<file path="config.mk">
export PLATFORM = sky130hd
export DESIGN_NAME = acc_adc_ctrl_flat
export DESIGN_NICKNAME = d
export VERILOG_FILES = /design/src/design/acc_pkg.sv /design/src/design/acc_link_if.sv /design/src/design/acc_adc_ctrl.sv /design/src/flat_wrapper.sv
export SDC_FILE = /design/constraint.sdc
export NUM_CORES = 1
export LEC_CHECK = 0
export ABC_AREA = 1
export BUFFER_PORTS_ARGS = -buffer_cell sky130_fd_sc_hd__buf_2
export CORE_MARGIN = 5
export CORE_UTILIZATION = 68
export CTS_BUF_LIST = sky130_fd_sc_hd__clkbuf_2 sky130_fd_sc_hd__clkbuf_4 sky130_fd_sc_hd__clkbuf_8
export DETAILED_ROUTE_END_ITERATION = 10
export PLACE_DENSITY = 0.88
export RECOVER_POWER = 50
export SLEW_MARGIN = 25
export SYNTH_ARGS = -nofsm -noshare
export SYNTH_HDL_FRONTEND = slang
export SYNTH_SLANG_ARGS = --single-unit
</file>
<file path="constraint.sdc">
create_clock -name mclk -period 4.3 [get_ports mclk]
set_input_delay 0.43 -clock mclk [delete_from_list [all_inputs] [get_ports mclk]]
set_output_delay 0.43 -clock mclk [all_outputs]
set_load 0.02 [all_outputs]
</file>
<file path="src/design/acc_pkg.sv">
package acc_pkg;
	// ----------------------------------------
	// Serial control port framing
	// ----------------------------------------
	localparam int ADDR_W = 4;
	localparam int DATA_W = 16;
	localparam int FRAME_W = 1 + ADDR_W + DATA_W;
	localparam int SCLK_DIV = 4;
	localparam int NUM_REGS = 16;

	// ----------------------------------------
	// Device register indices
	// ----------------------------------------
	localparam logic [3:0] REG_CONFIG1 = 4'h0;
	localparam logic [3:0] REG_APDELAY = 4'h1;
	localparam logic [3:0] REG_SYNC = 4'h2;
	localparam logic [3:0] REG_CHA_FSR = 4'h3;
	localparam logic [3:0] REG_CHA_OFS = 4'h7;
	localparam logic [3:0] REG_SERIAL = 4'hB;
	localparam logic [3:0] REG_TPSEQ = 4'hC;
	localparam logic [3:0] REG_TPLANE = 4'hD;
	localparam logic [3:0] REG_TTAB01 = 4'hE;
	localparam logic [3:0] REG_TTAB23 = 4'hF;

	// ----------------------------------------
	// Field positions
	// ----------------------------------------
	localparam int CFG_MODE_LSB = 0;
	localparam int CFG_SEL1_LSB = 2;
	localparam int CFG_SEL2_LSB = 4;
	localparam int CFG_SEL3_LSB = 6;
	localparam int CFG_SEL4_LSB = 8;
	localparam int CFG_DC_BIT = 10;
	localparam int CFG_TERM150_BIT = 11;
	localparam int CFG_TADEN_BIT = 12;
	localparam int CFG_SYNCEN_BIT = 13;
	localparam int CFG_CAL_BIT = 14;
	localparam int SYNC_BUMP_BIT = 15;
	localparam int SER_NOTRAIN_BIT = 0;
	localparam int SER_ORPD_BIT = 1;
	localparam int SER_TPEN_BIT = 2;
	localparam int SER_SERTEST_BIT = 3;
	localparam int SER_FORCE_BIT = 4;
	localparam int OFS_SIGN_BIT = 9;

	localparam logic [15:0] TPSEQ_RESET = 16'hEA68;
	localparam int CAL_CYCLES = 64;

	// ----------------------------------------
	// AHB-Lite controller registers
	// ----------------------------------------
	localparam logic [7:0] AHB_CMD = 8'h00;
	localparam logic [7:0] AHB_WDATA = 8'h04;
	localparam logic [7:0] AHB_RDATA = 8'h08;
	localparam logic [7:0] AHB_STATUS = 8'h0C;

	typedef enum logic [1:0] {
		MODE_SINGLE,
		MODE_DUAL,
		MODE_QUAD,
		MODE_RSVD
	} acc_mode_e;
endpackage

</file>
<file path="src/design/acc_link_if.sv">
`timescale 1ns/10ps
interface acc_link_if;
	logic sclk;
	logic scs;
	logic sdi;
	logic sdo;
	logic syncIn;
	logic syncReq;
	logic [3:0] laneByteLockStatus;
	logic [3:0] laneGroupLockStatus;
	logic [39:0] laneData;
	logic calBusy;

	modport device (
		input sclk, scs, sdi, syncIn, syncReq,
		output sdo, laneByteLockStatus, laneGroupLockStatus, laneData,
		calBusy
	);
	modport host (
		output sclk, scs, sdi, syncIn, syncReq,
		input sdo, laneByteLockStatus, laneGroupLockStatus, laneData,
		calBusy
	);
endinterface

</file>
<file path="src/design/acc_adc_ctrl.sv">
`timescale 1ns/10ps
module acc_adc_ctrl #(
	parameter int LANES = 4
) (
	input wire logic mclk,
	input wire logic rst_n,
	input wire logic extended_control_option,
	input wire logic [3:0] pinModeSel,
	input wire logic [LANES*8-1:0] sampleIn,
	acc_link_if.device link,
	output logic [1:0] adcMode,
	output logic [7:0] inputMap,
	output logic dcCoupled,
	output logic term150,
	output logic [15:0] apertureDelay,
	output logic [1:0] div4State,
	output logic [1:0] div4Count,
	output logic overRangeEn,
	output logic calActive
);
	// ----------------------------------------
	// Register file
	// ----------------------------------------
	logic [15:0] regs_q [acc_pkg::NUM_REGS];
	logic sclkD_q, syncD_q, taden_q;
	logic [3:0] coarse_q;
	logic [acc_pkg::FRAME_W-1:0] shift_q;
	logic [5:0] bitCnt_q;
	logic [15:0] rdShift_q;
	logic wrStrobe;
	logic [3:0] wrAddr;
	logic [15:0] wrData;
	logic sclkRise;
	logic calDone;
	logic [15:0] cfg, ser, sync;

	assign cfg = regs_q[acc_pkg::REG_CONFIG1];
	assign ser = regs_q[acc_pkg::REG_SERIAL];
	assign sync = regs_q[acc_pkg::REG_SYNC];
	assign sclkRise = link.sclk & ~sclkD_q;

	always_ff @(posedge mclk or negedge rst_n) begin
		if (!rst_n) begin
			sclkD_q <= 1'b0;
		end else begin
			sclkD_q <= link.sclk;
		end
	end

	// ----------------------------------------
	// Serial frame: rw, addr, data, msb first
	// ----------------------------------------
	always_ff @(posedge mclk or negedge rst_n) begin
		if (!rst_n) begin
			shift_q <= '0;
			bitCnt_q <= '0;
		end else if (link.scs) begin
			bitCnt_q <= '0;
		end else if (sclkRise) begin
			shift_q <= {shift_q[acc_pkg::FRAME_W-2:0], link.sdi};
			bitCnt_q <= bitCnt_q + 6'h01;
		end
	end

	always_comb begin
		wrStrobe = 1'b0;
		wrAddr = shift_q[acc_pkg::FRAME_W-3 -: 4];
		wrData = {shift_q[14:0], link.sdi};
		if (sclkRise && !link.scs && extended_control_option
			&& bitCnt_q == 6'(acc_pkg::FRAME_W - 1)
			&& !shift_q[acc_pkg::FRAME_W-2]) begin
			wrStrobe = 1'b1;
		end
	end

	// Readback shifted out after address
	always_ff @(posedge mclk or negedge rst_n) begin
		if (!rst_n) begin
			rdShift_q <= '0;
		end else if (sclkRise && !link.scs
			&& bitCnt_q == 6'(acc_pkg::ADDR_W)) begin
			rdShift_q <= regs_q[{shift_q[2:0], link.sdi}];
		end else if (sclkRise && !link.scs) begin
			rdShift_q <= {rdShift_q[14:0], 1'b0};
		end
	end

	always_ff @(posedge mclk or negedge rst_n) begin
		if (!rst_n) begin
			link.sdo <= 1'b0;
		end else begin
			link.sdo <= rdShift_q[15];
		end
	end

	genvar gi;
	generate
		for (gi = 0; gi < acc_pkg::NUM_REGS; gi++) begin : gReg
			always_ff @(posedge mclk or negedge rst_n) begin
				if (!rst_n) begin
					regs_q[gi] <= (gi == int'(acc_pkg::REG_TPSEQ)) ?
						acc_pkg::TPSEQ_RESET : 16'h0000;
				end else if (wrStrobe && wrAddr == 4'(gi)) begin
					regs_q[gi] <= wrData;
				end else if (gi == int'(acc_pkg::REG_CONFIG1)
					&& calDone) begin
					regs_q[gi][acc_pkg::CFG_CAL_BIT] <= 1'b0;
				end
			end
		end
	endgenerate

	// ----------------------------------------
	// Mode and mapping
	// ----------------------------------------
	logic [1:0] modeSrc;
	logic [7:0] sel;
	always_comb begin
		modeSrc = extended_control_option ? cfg[1:0] : pinModeSel[1:0];
		sel = cfg[9:2];
		case (acc_pkg::acc_mode_e'(modeSrc))
			acc_pkg::MODE_SINGLE: sel = {4{cfg[3:2]}};
			acc_pkg::MODE_DUAL: sel = {{2{cfg[5:4]}}, {2{cfg[3:2]}}};
			acc_pkg::MODE_QUAD: sel = cfg[9:2];
			default: sel = {4{cfg[3:2]}};
		endcase
	end

	always_ff @(posedge mclk or negedge rst_n) begin
		if (!rst_n) begin
			adcMode <= 2'h0;
			inputMap <= 8'h00;
			dcCoupled <= 1'b0;
			term150 <= 1'b0;
			apertureDelay <= 16'h0000;
			overRangeEn <= 1'b1;
		end else begin
			adcMode <= modeSrc;
			inputMap <= sel;
			dcCoupled <= cfg[acc_pkg::CFG_DC_BIT];
			term150 <= cfg[acc_pkg::CFG_TERM150_BIT];
			apertureDelay <= cfg[acc_pkg::CFG_TADEN_BIT] ?
				regs_q[acc_pkg::REG_APDELAY] : 16'h0000;
			overRangeEn <= ~ser[acc_pkg::SER_ORPD_BIT];
		end
	end

	// ----------------------------------------
	// Divide-by-four, bump and sync capture
	// ----------------------------------------
	logic bumpD_q;
	always_ff @(posedge mclk or negedge rst_n) begin
		if (!rst_n) begin
			div4Count <= 2'h0;
			bumpD_q <= 1'b0;
		end else begin
			bumpD_q <= sync[acc_pkg::SYNC_BUMP_BIT];
			if (!(sync[acc_pkg::SYNC_BUMP_BIT] && !bumpD_q)) begin
				div4Count <= div4Count + 2'h1;
			end
		end
	end

	always_ff @(posedge mclk or negedge rst_n) begin
		if (!rst_n) begin
			syncD_q <= 1'b0;
			div4State <= 2'h0;
		end else begin
			syncD_q <= link.syncIn;
			if (link.syncIn && !syncD_q && cfg[acc_pkg::CFG_SYNCEN_BIT]) begin
				div4State <= div4Count;
			end
		end
	end

	// ----------------------------------------
	// Calibration
	// ----------------------------------------
	logic [7:0] calCnt_q;
	assign calDone = calActive && calCnt_q == 8'h01;
	always_ff @(posedge mclk or negedge rst_n) begin
		if (!rst_n) begin
			calCnt_q <= 8'(acc_pkg::CAL_CYCLES);
			calActive <= 1'b1;
		end else if (calActive) begin
			calCnt_q <= calCnt_q - 8'h01;
			calActive <= calCnt_q != 8'h01;
		end else if (cfg[acc_pkg::CFG_CAL_BIT]) begin
			calCnt_q <= 8'(acc_pkg::CAL_CYCLES);
			calActive <= 1'b1;
		end
	end

	// ----------------------------------------
	// Lanes: data, test modes, training, lock
	// ----------------------------------------
	logic resyncNeed_q;
	always_ff @(posedge mclk or negedge rst_n) begin
		if (!rst_n) begin
			taden_q <= 1'b0;
			coarse_q <= 4'h0;
			resyncNeed_q <= 1'b1;
		end else begin
			taden_q <= cfg[acc_pkg::CFG_TADEN_BIT];
			coarse_q <= regs_q[acc_pkg::REG_APDELAY][15:12];
			if (link.syncReq) begin
				resyncNeed_q <= 1'b0;
			end else if (taden_q != cfg[acc_pkg::CFG_TADEN_BIT]) begin
				resyncNeed_q <= 1'b1;
			end else if (coarse_q != regs_q[acc_pkg::REG_APDELAY][15:12]
				&& (coarse_q - regs_q[acc_pkg::REG_APDELAY][15:12] > 4'h1)
				&& (regs_q[acc_pkg::REG_APDELAY][15:12] - coarse_q > 4'h1))
			begin
				resyncNeed_q <= 1'b1;
			end
		end
	end

	logic training;
	assign training = cfg[acc_pkg::CFG_SYNCEN_BIT] && link.syncIn
		&& !ser[acc_pkg::SER_NOTRAIN_BIT];

	generate
		for (gi = 0; gi < LANES; gi++) begin : gLane
			logic [9:0] tab;
			logic [7:0] code;
			assign tab = (gi < 2) ?
				{regs_q[acc_pkg::REG_TTAB01][8*(gi%2) +: 8], 2'b00} :
				{regs_q[acc_pkg::REG_TTAB23][8*(gi%2) +: 8], 2'b00};
			assign code = sampleIn[8*gi +: 8];
			always_ff @(posedge mclk or negedge rst_n) begin
				if (!rst_n) begin
					link.laneData[10*gi +: 10] <= 10'h000;
					link.laneByteLockStatus[gi] <= 1'b0;
					link.laneGroupLockStatus[gi] <= 1'b0;
				end else begin
					link.laneByteLockStatus[gi] <= ~resyncNeed_q;
					link.laneGroupLockStatus[gi] <= ~resyncNeed_q;
					if ((calActive && ser[acc_pkg::SER_FORCE_BIT])
						|| ser[acc_pkg::SER_SERTEST_BIT]) begin
						link.laneData[10*gi +: 10] <= (gi == 0) ?
							regs_q[acc_pkg::REG_TPLANE][9:0] : tab;
					end else if (training) begin
						link.laneData[10*gi +: 10] <= 10'h2AA;
					end else if (ser[acc_pkg::SER_TPEN_BIT]) begin
						link.laneData[10*gi +: 10] <= {2'h0,
							{8{regs_q[acc_pkg::REG_TPSEQ]
							[{div4Count, 2'(gi)}]}}};
					end else begin
						link.laneData[10*gi +: 10] <= {2'h0, code};
					end
				end
			end
		end
	endgenerate

	always_ff @(posedge mclk or negedge rst_n) begin
		if (!rst_n) begin
			link.calBusy <= 1'b1;
		end else begin
			link.calBusy <= calActive;
		end
	end
endmodule

</file>
<file path="src/flat_wrapper.sv">
// flat-port wrapper written by rule: the top's interface ports become plain ports
module acc_adc_ctrl_flat 
#(
	parameter int LANES = 4
)
  (mclk, rst_n, extended_control_option, pinModeSel, sampleIn, adcMode, inputMap, dcCoupled, term150, apertureDelay, div4State, div4Count, overRangeEn, calActive, link_sclk, link_scs, link_sdi, link_syncIn, link_syncReq, link_sdo, link_laneByteLockStatus, link_laneGroupLockStatus, link_laneData, link_calBusy);
  acc_link_if link_i ();
  input wire logic mclk;
  input wire logic rst_n;
  input wire logic extended_control_option;
  input wire logic [3:0] pinModeSel;
  input wire logic [LANES*8-1:0] sampleIn;
  output logic [1:0] adcMode;
  output logic [7:0] inputMap;
  output logic dcCoupled;
  output logic term150;
  output logic [15:0] apertureDelay;
  output logic [1:0] div4State;
  output logic [1:0] div4Count;
  output logic overRangeEn;
  output logic calActive;
  input wire logic [$bits(link_i.sclk)-1:0] link_sclk;
  input wire logic [$bits(link_i.scs)-1:0] link_scs;
  input wire logic [$bits(link_i.sdi)-1:0] link_sdi;
  input wire logic [$bits(link_i.syncIn)-1:0] link_syncIn;
  input wire logic [$bits(link_i.syncReq)-1:0] link_syncReq;
  output wire logic [$bits(link_i.sdo)-1:0] link_sdo;
  output wire logic [$bits(link_i.laneByteLockStatus)-1:0] link_laneByteLockStatus;
  output wire logic [$bits(link_i.laneGroupLockStatus)-1:0] link_laneGroupLockStatus;
  output wire logic [$bits(link_i.laneData)-1:0] link_laneData;
  output wire logic [$bits(link_i.calBusy)-1:0] link_calBusy;
  assign link_i.sclk = link_sclk;
  assign link_i.scs = link_scs;
  assign link_i.sdi = link_sdi;
  assign link_i.syncIn = link_syncIn;
  assign link_i.syncReq = link_syncReq;
  assign link_sdo = link_i.sdo;
  assign link_laneByteLockStatus = link_i.laneByteLockStatus;
  assign link_laneGroupLockStatus = link_i.laneGroupLockStatus;
  assign link_laneData = link_i.laneData;
  assign link_calBusy = link_i.calBusy;
  acc_adc_ctrl #(.LANES(LANES)) u_core (.mclk(mclk), .rst_n(rst_n), .extended_control_option(extended_control_option), .pinModeSel(pinModeSel), .sampleIn(sampleIn), .link(link_i), .adcMode(adcMode), .inputMap(inputMap), .dcCoupled(dcCoupled), .term150(term150), .apertureDelay(apertureDelay), .div4State(div4State), .div4Count(div4Count), .overRangeEn(overRangeEn), .calActive(calActive));
endmodule
</file>
==> out/results.md, run 1 <==
STA
• **maximum clock rate** 0.300 GHz
• **actual slew at the worst max-slew pin** 1.80 ns
• **shortest period the worst path allows** 3.34 ns
• **final worst-path cycle share** 0.776
• **final setup TNS** 0 ns
• **final setup violation count** 0
• **max-slew violation count** 140
• **max-slew headroom at the worst pin** -0.200
• **setup skew after layout** 0.0188 ns
• **final hold violation count** 0
• **RSZ-0062 raised after global routing** no
• **worst hold margin** 0.0278 ns

Setup path
• **critical path data arrival time** 3.76 ns
• **type of element launching the critical path** primary input
• **R2R Path Start** u_core.sclkD_q$_DFF_PN0_
• **element type at the critical path end** flop
• **critical setup path kind** primary input to flop
• **Reg2Reg Depth** 9
• **R2R setup slack** 1.11 ns
• **reg-to-reg endpoint** u_core.gLane[2].tab[4]$_DFFE_PN0P_
• **Crit path required time** 4.72 ns
• **maximum fanout count along the critical path** 32

GRT
• **maximum number of pins on one net before global-route repair** 120
• **first-pass GRT wire length** 76900 µm
• **overflow left after global routing** 0
• **vias in the first global route** 15201
• **number of antenna violations at the first check in global routing** 0
• **overall fraction of global-route tracks in use** 0.308

Cells and area
• **Fillers** 1895
• **total number of nets in the final design** 2367
• **growth of design area from synthesis to finish** 8.27%
• **Final Instance Area** 20100 µm²
• **layout cells sized above 1** 0.122
• **antenna diode count** 0

Logic synthesis
• **post-synthesis net count** 2311
• **cells after synthesis** 2253
• **proportion of register bits with asynchronous set or reset after synthesis** 1.00
• **total of warnings raised by yosys** 0
• **Synth Area per Inst** 8.25 µm²
• **count of distinct cell types in the synthesized netlist** 39
• **area of the mapped netlist** 18600 µm²
• **number of register bits inferred by synthesis** 392
• **Post-synth top flop** sky130_fd_sc_hd__dfrtp_1
• **register area share after synthesis** 0.528
• **EDFF count, synth** 0

Place
• **PortBufs** 125
• **Routability Congestion** 0.915
• **HPWL after detailed placement** 29000 µm
• **area after detailed placement** 18900 µm²

Die
• **count of pins on the block boundary** 128
• **horizontal extent of the die** 175 µm
• **Starting Density** 0.690
• **floorplan core area** 27000 µm²
• **Die Y-Extent** 175 µm
• **FP Rows** 60
• **floorplan die area** 30700 µm²

Clock tree
• **clock input transition at the sequential cells of the worst setup and hold paths** 0.06 ns
• **number of buffers inserted by post-CTS setup repair** 0
• **number of buffers on the longest clock path** 3
• **CTS Sinks** 392
• **buffer cell driving the clock tree root** sky130_fd_sc_hd__clkbuf_8
• **insertion delay to the later sink of the worst-skew pair** 0.61 ns
• **number of hold buffers added after CTS** 4
• **Gates resized, CTS repair** 0
• **H-tree lvl count** 2
• **total clock buffers created by CTS** 61
• **CTS tree** done

Power and ir drop
• **worst vdd rail ir drop** 0.212 mV
• **P_leak** 9.80 nW
• **power per standard cell area** 419 nW/µm²

Worst hold path
• **worst hold path class** primary input to flop
• **endpoint with the worst hold slack** u_core.bitCnt_q[5]$_DFFE_PN0P_
• **cell depth of the worst min-delay path** 2
• **worst min-delay path startpoint** link_scs

Routing
• **Wirelength per Cell** 17.5 µm
• **via density per instance** 5.84
• **post-detailed-routing wire length** 47200 µm
• **antenna-violating nets left** 0
• **DRC violations left** 0
• **Vias** 15755
• **Initial DRT Pass Iterations** 6
• **initial detailed-routing violation count** 1970

Status
• **violated checks** capacitance limit, slew limit
• **status** finished, violations left

Job
• **MaxCap Viol Count** 3

-- layer usage --
layer  track usage  up-vias  wire length (µm)
li1              -     7254                 -
met1         0.419     7480             18700
met2         0.478      872             21400
met3        0.0678      149              4840
met4         0.148        0              2310
met5             0        -                 0
-- worst max-delay path by stage --
stage | from | to | slack (ns) | cells after the start
after floorplan | u_core.calActive$_DFF_PN1_ | u_core.link.laneData[22]$_DFF_PN0_ | 2.64 | 9
after global routing | link_sclk | u_core.gLane[2].tab[4]$_DFFE_PN0P_ | 0.78 | 12
after CTS | link_sclk | u_core.gLane[2].tab[4]$_DFFE_PN0P_ | 1.32 | 12
after global placement | link_sdi | u_core.rdShift_q[15]$_DFFE_PN0P_ | 1.29 | 11
after detailed placement | link_sdi | u_core.rdShift_q[15]$_DFFE_PN0P_ | 1.30 | 11
final | link_sclk | u_core.gLane[2].tab[4]$_DFFE_PN0P_ | 0.96 | 12
-- worst max-delay path, cell delays in order --
cell,delay [ns]
sky130_fd_sc_hd__dlygate4sd3_1,0.54
sky130_fd_sc_hd__clkbuf_1,0.13
sky130_fd_sc_hd__inv_1,0.06
sky130_fd_sc_hd__nor2_1,0.13
sky130_fd_sc_hd__buf_4,0.26
sky130_fd_sc_hd__nand2_1,0.35
sky130_fd_sc_hd__nor3_2,0.23
sky130_fd_sc_hd__nand2_2,0.15
sky130_fd_sc_hd__clkinv_2,0.31
sky130_fd_sc_hd__nand2_1,0.68
sky130_fd_sc_hd__nand2_1,0.31
sky130_fd_sc_hd__o21ai_0,0.16
-- synth_stat cells, types with 3 or more instances --
master,number,area (µm²)
sky130_fd_sc_hd__nor3_1,6,30.0
sky130_fd_sc_hd__nor2_1,73,274
sky130_fd_sc_hd__o211ai_1,8,60.1
sky130_fd_sc_hd__xor2_1,3,26.3
sky130_fd_sc_hd__inv_1,233,875
sky130_fd_sc_hd__buf_4,10,75.1
sky130_fd_sc_hd__buf_1,5,18.8
sky130_fd_sc_hd__buf_6,32,360
sky130_fd_sc_hd__o22ai_1,5,31.3
sky130_fd_sc_hd__nand2_4,9,101
sky130_fd_sc_hd__o21ai_2,79,692
sky130_fd_sc_hd__dfstp_2,13,342
sky130_fd_sc_hd__nand3b_1,3,22.5
sky130_fd_sc_hd__nand4_1,4,25.0
sky130_fd_sc_hd__a21oi_1,35,175
sky130_fd_sc_hd__ha_1,12,150
sky130_fd_sc_hd__nand2_2,6,37.5
sky130_fd_sc_hd__dfrtp_1,379,9480
sky130_fd_sc_hd__buf_2,45,225
sky130_fd_sc_hd__nand2_1,747,2800
sky130_fd_sc_hd__a22oi_1,13,97.6
sky130_fd_sc_hd__nand3_1,206,1030
sky130_fd_sc_hd__o21ai_1,94,470
sky130_fd_sc_hd__o21ai_0,154,771
sky130_fd_sc_hd__clkbuf_1,60,225
-- metrics by stage --
| step | setup slack (ns) | std cells | util | total power, W |
|---|---|---|---|---|
| after floorplan | 2.64 | 2253 | - | 0.00470 |
| after global placement | 1.29 | 2583 | 0.702 | 0.00512 |
| after detailed placement | 1.30 | 2583 | 0.702 | 0.00516 |
| after CTS | 1.32 | 2696 | 0.752 | 0.00842 |
| after global routing | 0.775 | 2696 | 0.747 | 0.00874 |
| final | 0.964 | 2696 | 0.747 | 0.00843 |
-- final cells by class --
cell class	count	area, µm²	area share
Sequential cell	392	9830	0.488
Multi-Input combinational cell	1471	6950	0.345
Clock buffer	104	1260	0.0624
Inverter	237	892	0.0443
Timing Repair Buffer	146	732	0.0364
Tap cell	341	427	0.0212
Clock inverter	5	50.0	0.00249
-- power by group --
part / total (W) / switching (W) / internal, W
clock network: 0.00329 / 0.00141 / 0.00188
logic: 0.00119 / 0.000933 / 0.000260
registers: 0.00395 / 0.000110 / 0.00384
-- registers in the layout, summed over array words and instances (netlist names), 2 cells and up --
register and count:
u_core.gLane.tab 32, u_core.calCnt_q 8, u_core.cfg 16, u_core.adcMode 2
u_core.sync 16, u_core.bitCnt_q 6, u_core.rdShift_q 16, u_core.regs_q 176
u_core.div4Count 2, u_core.link.laneData 40, u_core.ser 16, u_core.coarse_q 4
u_core.apertureDelay 16, u_core.shift_q 20, u_core.div4State 2, u_core.inputMap 8
-- kinds of logic after synthesis --
| logic type | Yosys count | synth area share |
|---|---|---|
| AOI/OAI and AO/OA | 389 | 0.124 |
| xor gates and xnor gates | 5 | 0.00236 |
| and+or+nand+nor | 1063 | 0.237 |
| DFF | 392 | 0.528 |
| adders and majority gates | 14 | 0.0102 |
| buffers and inverters | 390 | 0.0976 |
-- cell usage in the layout, fill, tap and decap left out, types with 35 or more instances in the layout --
cell type / count
sky130_fd_sc_hd__clkbuf_1: 83
sky130_fd_sc_hd__nand3_1: 206
sky130_fd_sc_hd__a21oi_1: 35
sky130_fd_sc_hd__o21ai_1: 94
sky130_fd_sc_hd__nor2_1: 74
sky130_fd_sc_hd__o21ai_0: 154
sky130_fd_sc_hd__buf_2: 42
sky130_fd_sc_hd__clkbuf_8: 76
sky130_fd_sc_hd__nand2_1: 748
sky130_fd_sc_hd__inv_1: 231
sky130_fd_sc_hd__o21ai_2: 79
sky130_fd_sc_hd__dfrtp_1: 378
Note: power is estimated with default switching activity, not from simulation.
==> run 2: changes to the inputs <==
--- a/config.mk
+++ b/config.mk
@@ -8,10 +8,10 @@
 export ABC_AREA = 1
 export BUFFER_PORTS_ARGS = -buffer_cell sky130_fd_sc_hd__buf_2
 export CORE_MARGIN = 5
-export CORE_UTILIZATION = 68
+export CORE_UTILIZATION = 63
 export CTS_BUF_LIST = sky130_fd_sc_hd__clkbuf_2 sky130_fd_sc_hd__clkbuf_4 sky130_fd_sc_hd__clkbuf_8
 export DETAILED_ROUTE_END_ITERATION = 10
-export PLACE_DENSITY = 0.88
+export PLACE_DENSITY = 0.83
 export RECOVER_POWER = 50
 export SLEW_MARGIN = 25
 export SYNTH_ARGS = -nofsm -noshare
==> constraint.sdc (replaced) <==
create_clock -name mclk -period 3.42 [get_ports mclk]
set_input_delay 0.342 -clock mclk [delete_from_list [all_inputs] [get_ports mclk]]
set_output_delay 0.342 -clock mclk [all_outputs]
set_load 0.02 [all_outputs]
==> out/results.md, run 2 (synthesized netlist as in run 1, its figures left out) <==
Cells and area
• **Final Instance Area** 20500 µm²
• **most common library cell in the layout ignoring fill and taps** sky130_fd_sc_hd__nand2_1
• **antenna diode count** 0
• **most used cells in the layout excluding fill and tap cells** sky130_fd_sc_hd__nand2_1, sky130_fd_sc_hd__dfrtp_1, sky130_fd_sc_hd__inv_1, sky130_fd_sc_hd__nand3_1, sky130_fd_sc_hd__o21ai_0
• **total number of nets in the final design** 2396
• **register with the most flip-flops** u_core.regs_q
• **Fillers** 2175
• **flip-flop count of the largest register, all copies and words added** 176
• **layout cells sized above 1** 0.158
• **growth of design area from synthesis to finish** 10.3%

Place
• **HPWL after detailed placement** 29600 µm
• **worst-case setup slack after placement** 1.17 ns
• **area after detailed placement** 19100 µm²
• **Routability Congestion** 0.883
• **PortBufs** 125

Power and ir drop
• **power per standard cell area** 516 nW/µm²
• **relative contribution of combinational cells to total power** 0.144
• **switching share of total power** 0.293
• **switching power of the nets** 0.00311 W
• **total power** 0.0106 W
• **worst vdd rail ir drop** 0.284 mV
• **cell internal pwr** 0.00749 W
• **clock network fraction of total power** 0.388
• **fraction of power consumed by sequential logic** 0.468
• **P_leak** 10.2 nW

Clock tree
• **insertion delay to the later sink of the worst-skew pair** 0.61 ns
• **total clock buffers created by CTS** 60
• **CTS tree** done
• **CTS Sinks** 392
• **buffer cell driving the clock tree root** sky130_fd_sc_hd__clkbuf_8
• **clock input transition at the sequential cells of the worst setup and hold paths** 0.06 ns
• **number of buffers on the longest clock path** 3
• **H-tree lvl count** 2

Die
• **floorplan die area** 33000 µm²
• **count of pins on the block boundary** 128
• **Starting Density** 0.643
• **FP Rows** 62
• **horizontal extent of the die** 182 µm
• **floorplan core area** 28900 µm²
• **Die Y-Extent** 182 µm

STA
• **final setup TNS** 0 ns
• **final worst-path cycle share** 0.726
• **final setup violation count** 0
• **actual slew at the worst max-slew pin** 1.62 ns
• **maximum clock rate** 0.403 GHz
• **max-slew headroom at the worst pin** -0.0822
• **shortest period the worst path allows** 2.48 ns
• **max-slew violation count** 66
• **RSZ-0062 raised after global routing** no
• **worst setup margin** 0.938 ns
• **final hold violation count** 0
• **setup skew after layout** 0.0172 ns

Setup path
• **maximum fanout count along the critical path** 30
• **R2R setup slack** 0.94 ns
• **critical setup path kind** flop to flop
• **launching instance or port of the critical path** u_core.shift_q[2]$_DFFE_PN0P_
• **element type at the critical path end** flop
• **slowest cell delay on critical path** 0.96 ns
• **R2R Path Start** u_core.shift_q[2]$_DFFE_PN0P_
• **Reg2Reg Depth** 5
• **critical path data arrival time** 2.98 ns
• **type of element launching the critical path** flop
• **slowest cell on the critical path** sky130_fd_sc_hd__clkinv_1
• **cell-by-cell trace of the critical path** clkinv_1, nand3_1, nand3_1, nand2_1, nand2_1
• **Crit path required time** 3.91 ns
• **reg-to-reg endpoint** u_core.rdShift_q[1]$_DFFE_PN0P_

GRT
• **overall fraction of global-route tracks in use** 0.286
• **vias in the first global route** 14959
• **first-pass GRT wire length** 76900 µm
• **number of antenna violations at the first check in global routing** 0
• **maximum number of pins on one net before global-route repair** 161
• **overflow left after global routing** 0

Routing
• **antenna-violating nets left** 0
• **Initial DRT Pass Iterations** 5
• **via density per instance** 5.67
• **Vias** 15713
• **Wirelength per Cell** 17.3 µm
• **DRC violations left** 0
• **post-detailed-routing wire length** 48000 µm
• **initial detailed-routing violation count** 1856

Worst hold path
• **worst hold path class** primary input to flop
• **endpoint with the worst hold slack** u_core.link.laneData[3]$_DFF_PN0_
• **cell depth of the worst min-delay path** 3
• **worst min-delay path startpoint** sampleIn[3]

Job
• **MaxCap Viol Count** 2

Status
• **status** finished, violations left
• **violated checks** capacitance limit, slew limit

## run 2: cell count changes in the layout (fill, tap and decap cells not counted), sizes merged
cell         before  now
dlygate4sd3       4   17
clkinv            6    8
buf              58  144
inv             235  234
clkbuf          188  121
bufinv            1    0
## run 2: power by group through the flow
stage	logic (W)	clock network [W]	registers (W)
final	0.00153	0.00411	0.00496
after floorplan	0.000885	0	0.00503
after global routing	0.00165	0.00435	0.00498
after CTS	0.00151	0.00416	0.00495
after detailed placement	0.00149	0	0.00503
after global placement	0.00144	0	0.00502
## run 2: per-stage QoR
stage | hold WS, ns | utilization | instances
final | 0.0157 | 0.709 | 2771
after global routing | 0.00849 | 0.709 | 2771
after CTS | 0.00108 | 0.712 | 2771
after detailed placement | 0.386 | 0.661 | 2643
after global placement | 0.382 | 0.661 | 2643
after floorplan | 0.0464 | - | 2253
## run 2: area by class of cell
type,instances,area [µm²],area share
Clock buffer,106,1270,0.0620
Clock inverter,5,28.8,0.00140
Inverter,237,892,0.0435
Multi-Input combinational cell,1471,6950,0.339
Sequential cell,392,9830,0.479
Tap cell,384,480,0.0234
Timing Repair Buffer,176,1060,0.0518
## run 2: timing repair
item,4_1_cts,5_1_grt
hold buffers,17,0
resized for setup,0,0
endpoints found under the hold margin,110,0
setup buffers,0,0
## run 2: critical path, delay by kind of cell, from the launching register on
family | cells | cell delay (ns)
DFF | 1 | 0.75
and+or+nand+nor | 4 | 0.64
buffers and inverters | 1 | 0.96
## run 2: how the worst max path moves through the flow
stage,end,cells past startpoint,slack (ns)
2_1_floorplan,u_core.link.laneData[22]$_DFF_PN0_,9,1.76
3_3_place_gp,u_core.regs_q[107]$_DFFE_PN0P_,11,1.25
3_5_place_dp,u_core.regs_q[228]$_DFFE_PN0P_,11,1.17
4_1_cts,u_core.link.laneData[22]$_DFF_PN0_,7,1.18
5_1_grt,u_core.calCnt_q[4]$_DFFE_PN0P_,3,0.45
6_report,u_core.rdShift_q[1]$_DFFE_PN0P_,5,0.94
## run 2: metal layers
metal | GRT usage | routed length, µm | up-vias | share of wire
met5 | 0 | 0 | - | 0
met4 | 0.107 | 1720 | 0 | 0.036
met3 | 0.0596 | 4510 | 116 | 0.094
met2 | 0.450 | 22400 | 803 | 0.47
met1 | 0.396 | 19300 | 7498 | 0.40
li1 | - | - | 7296 | -
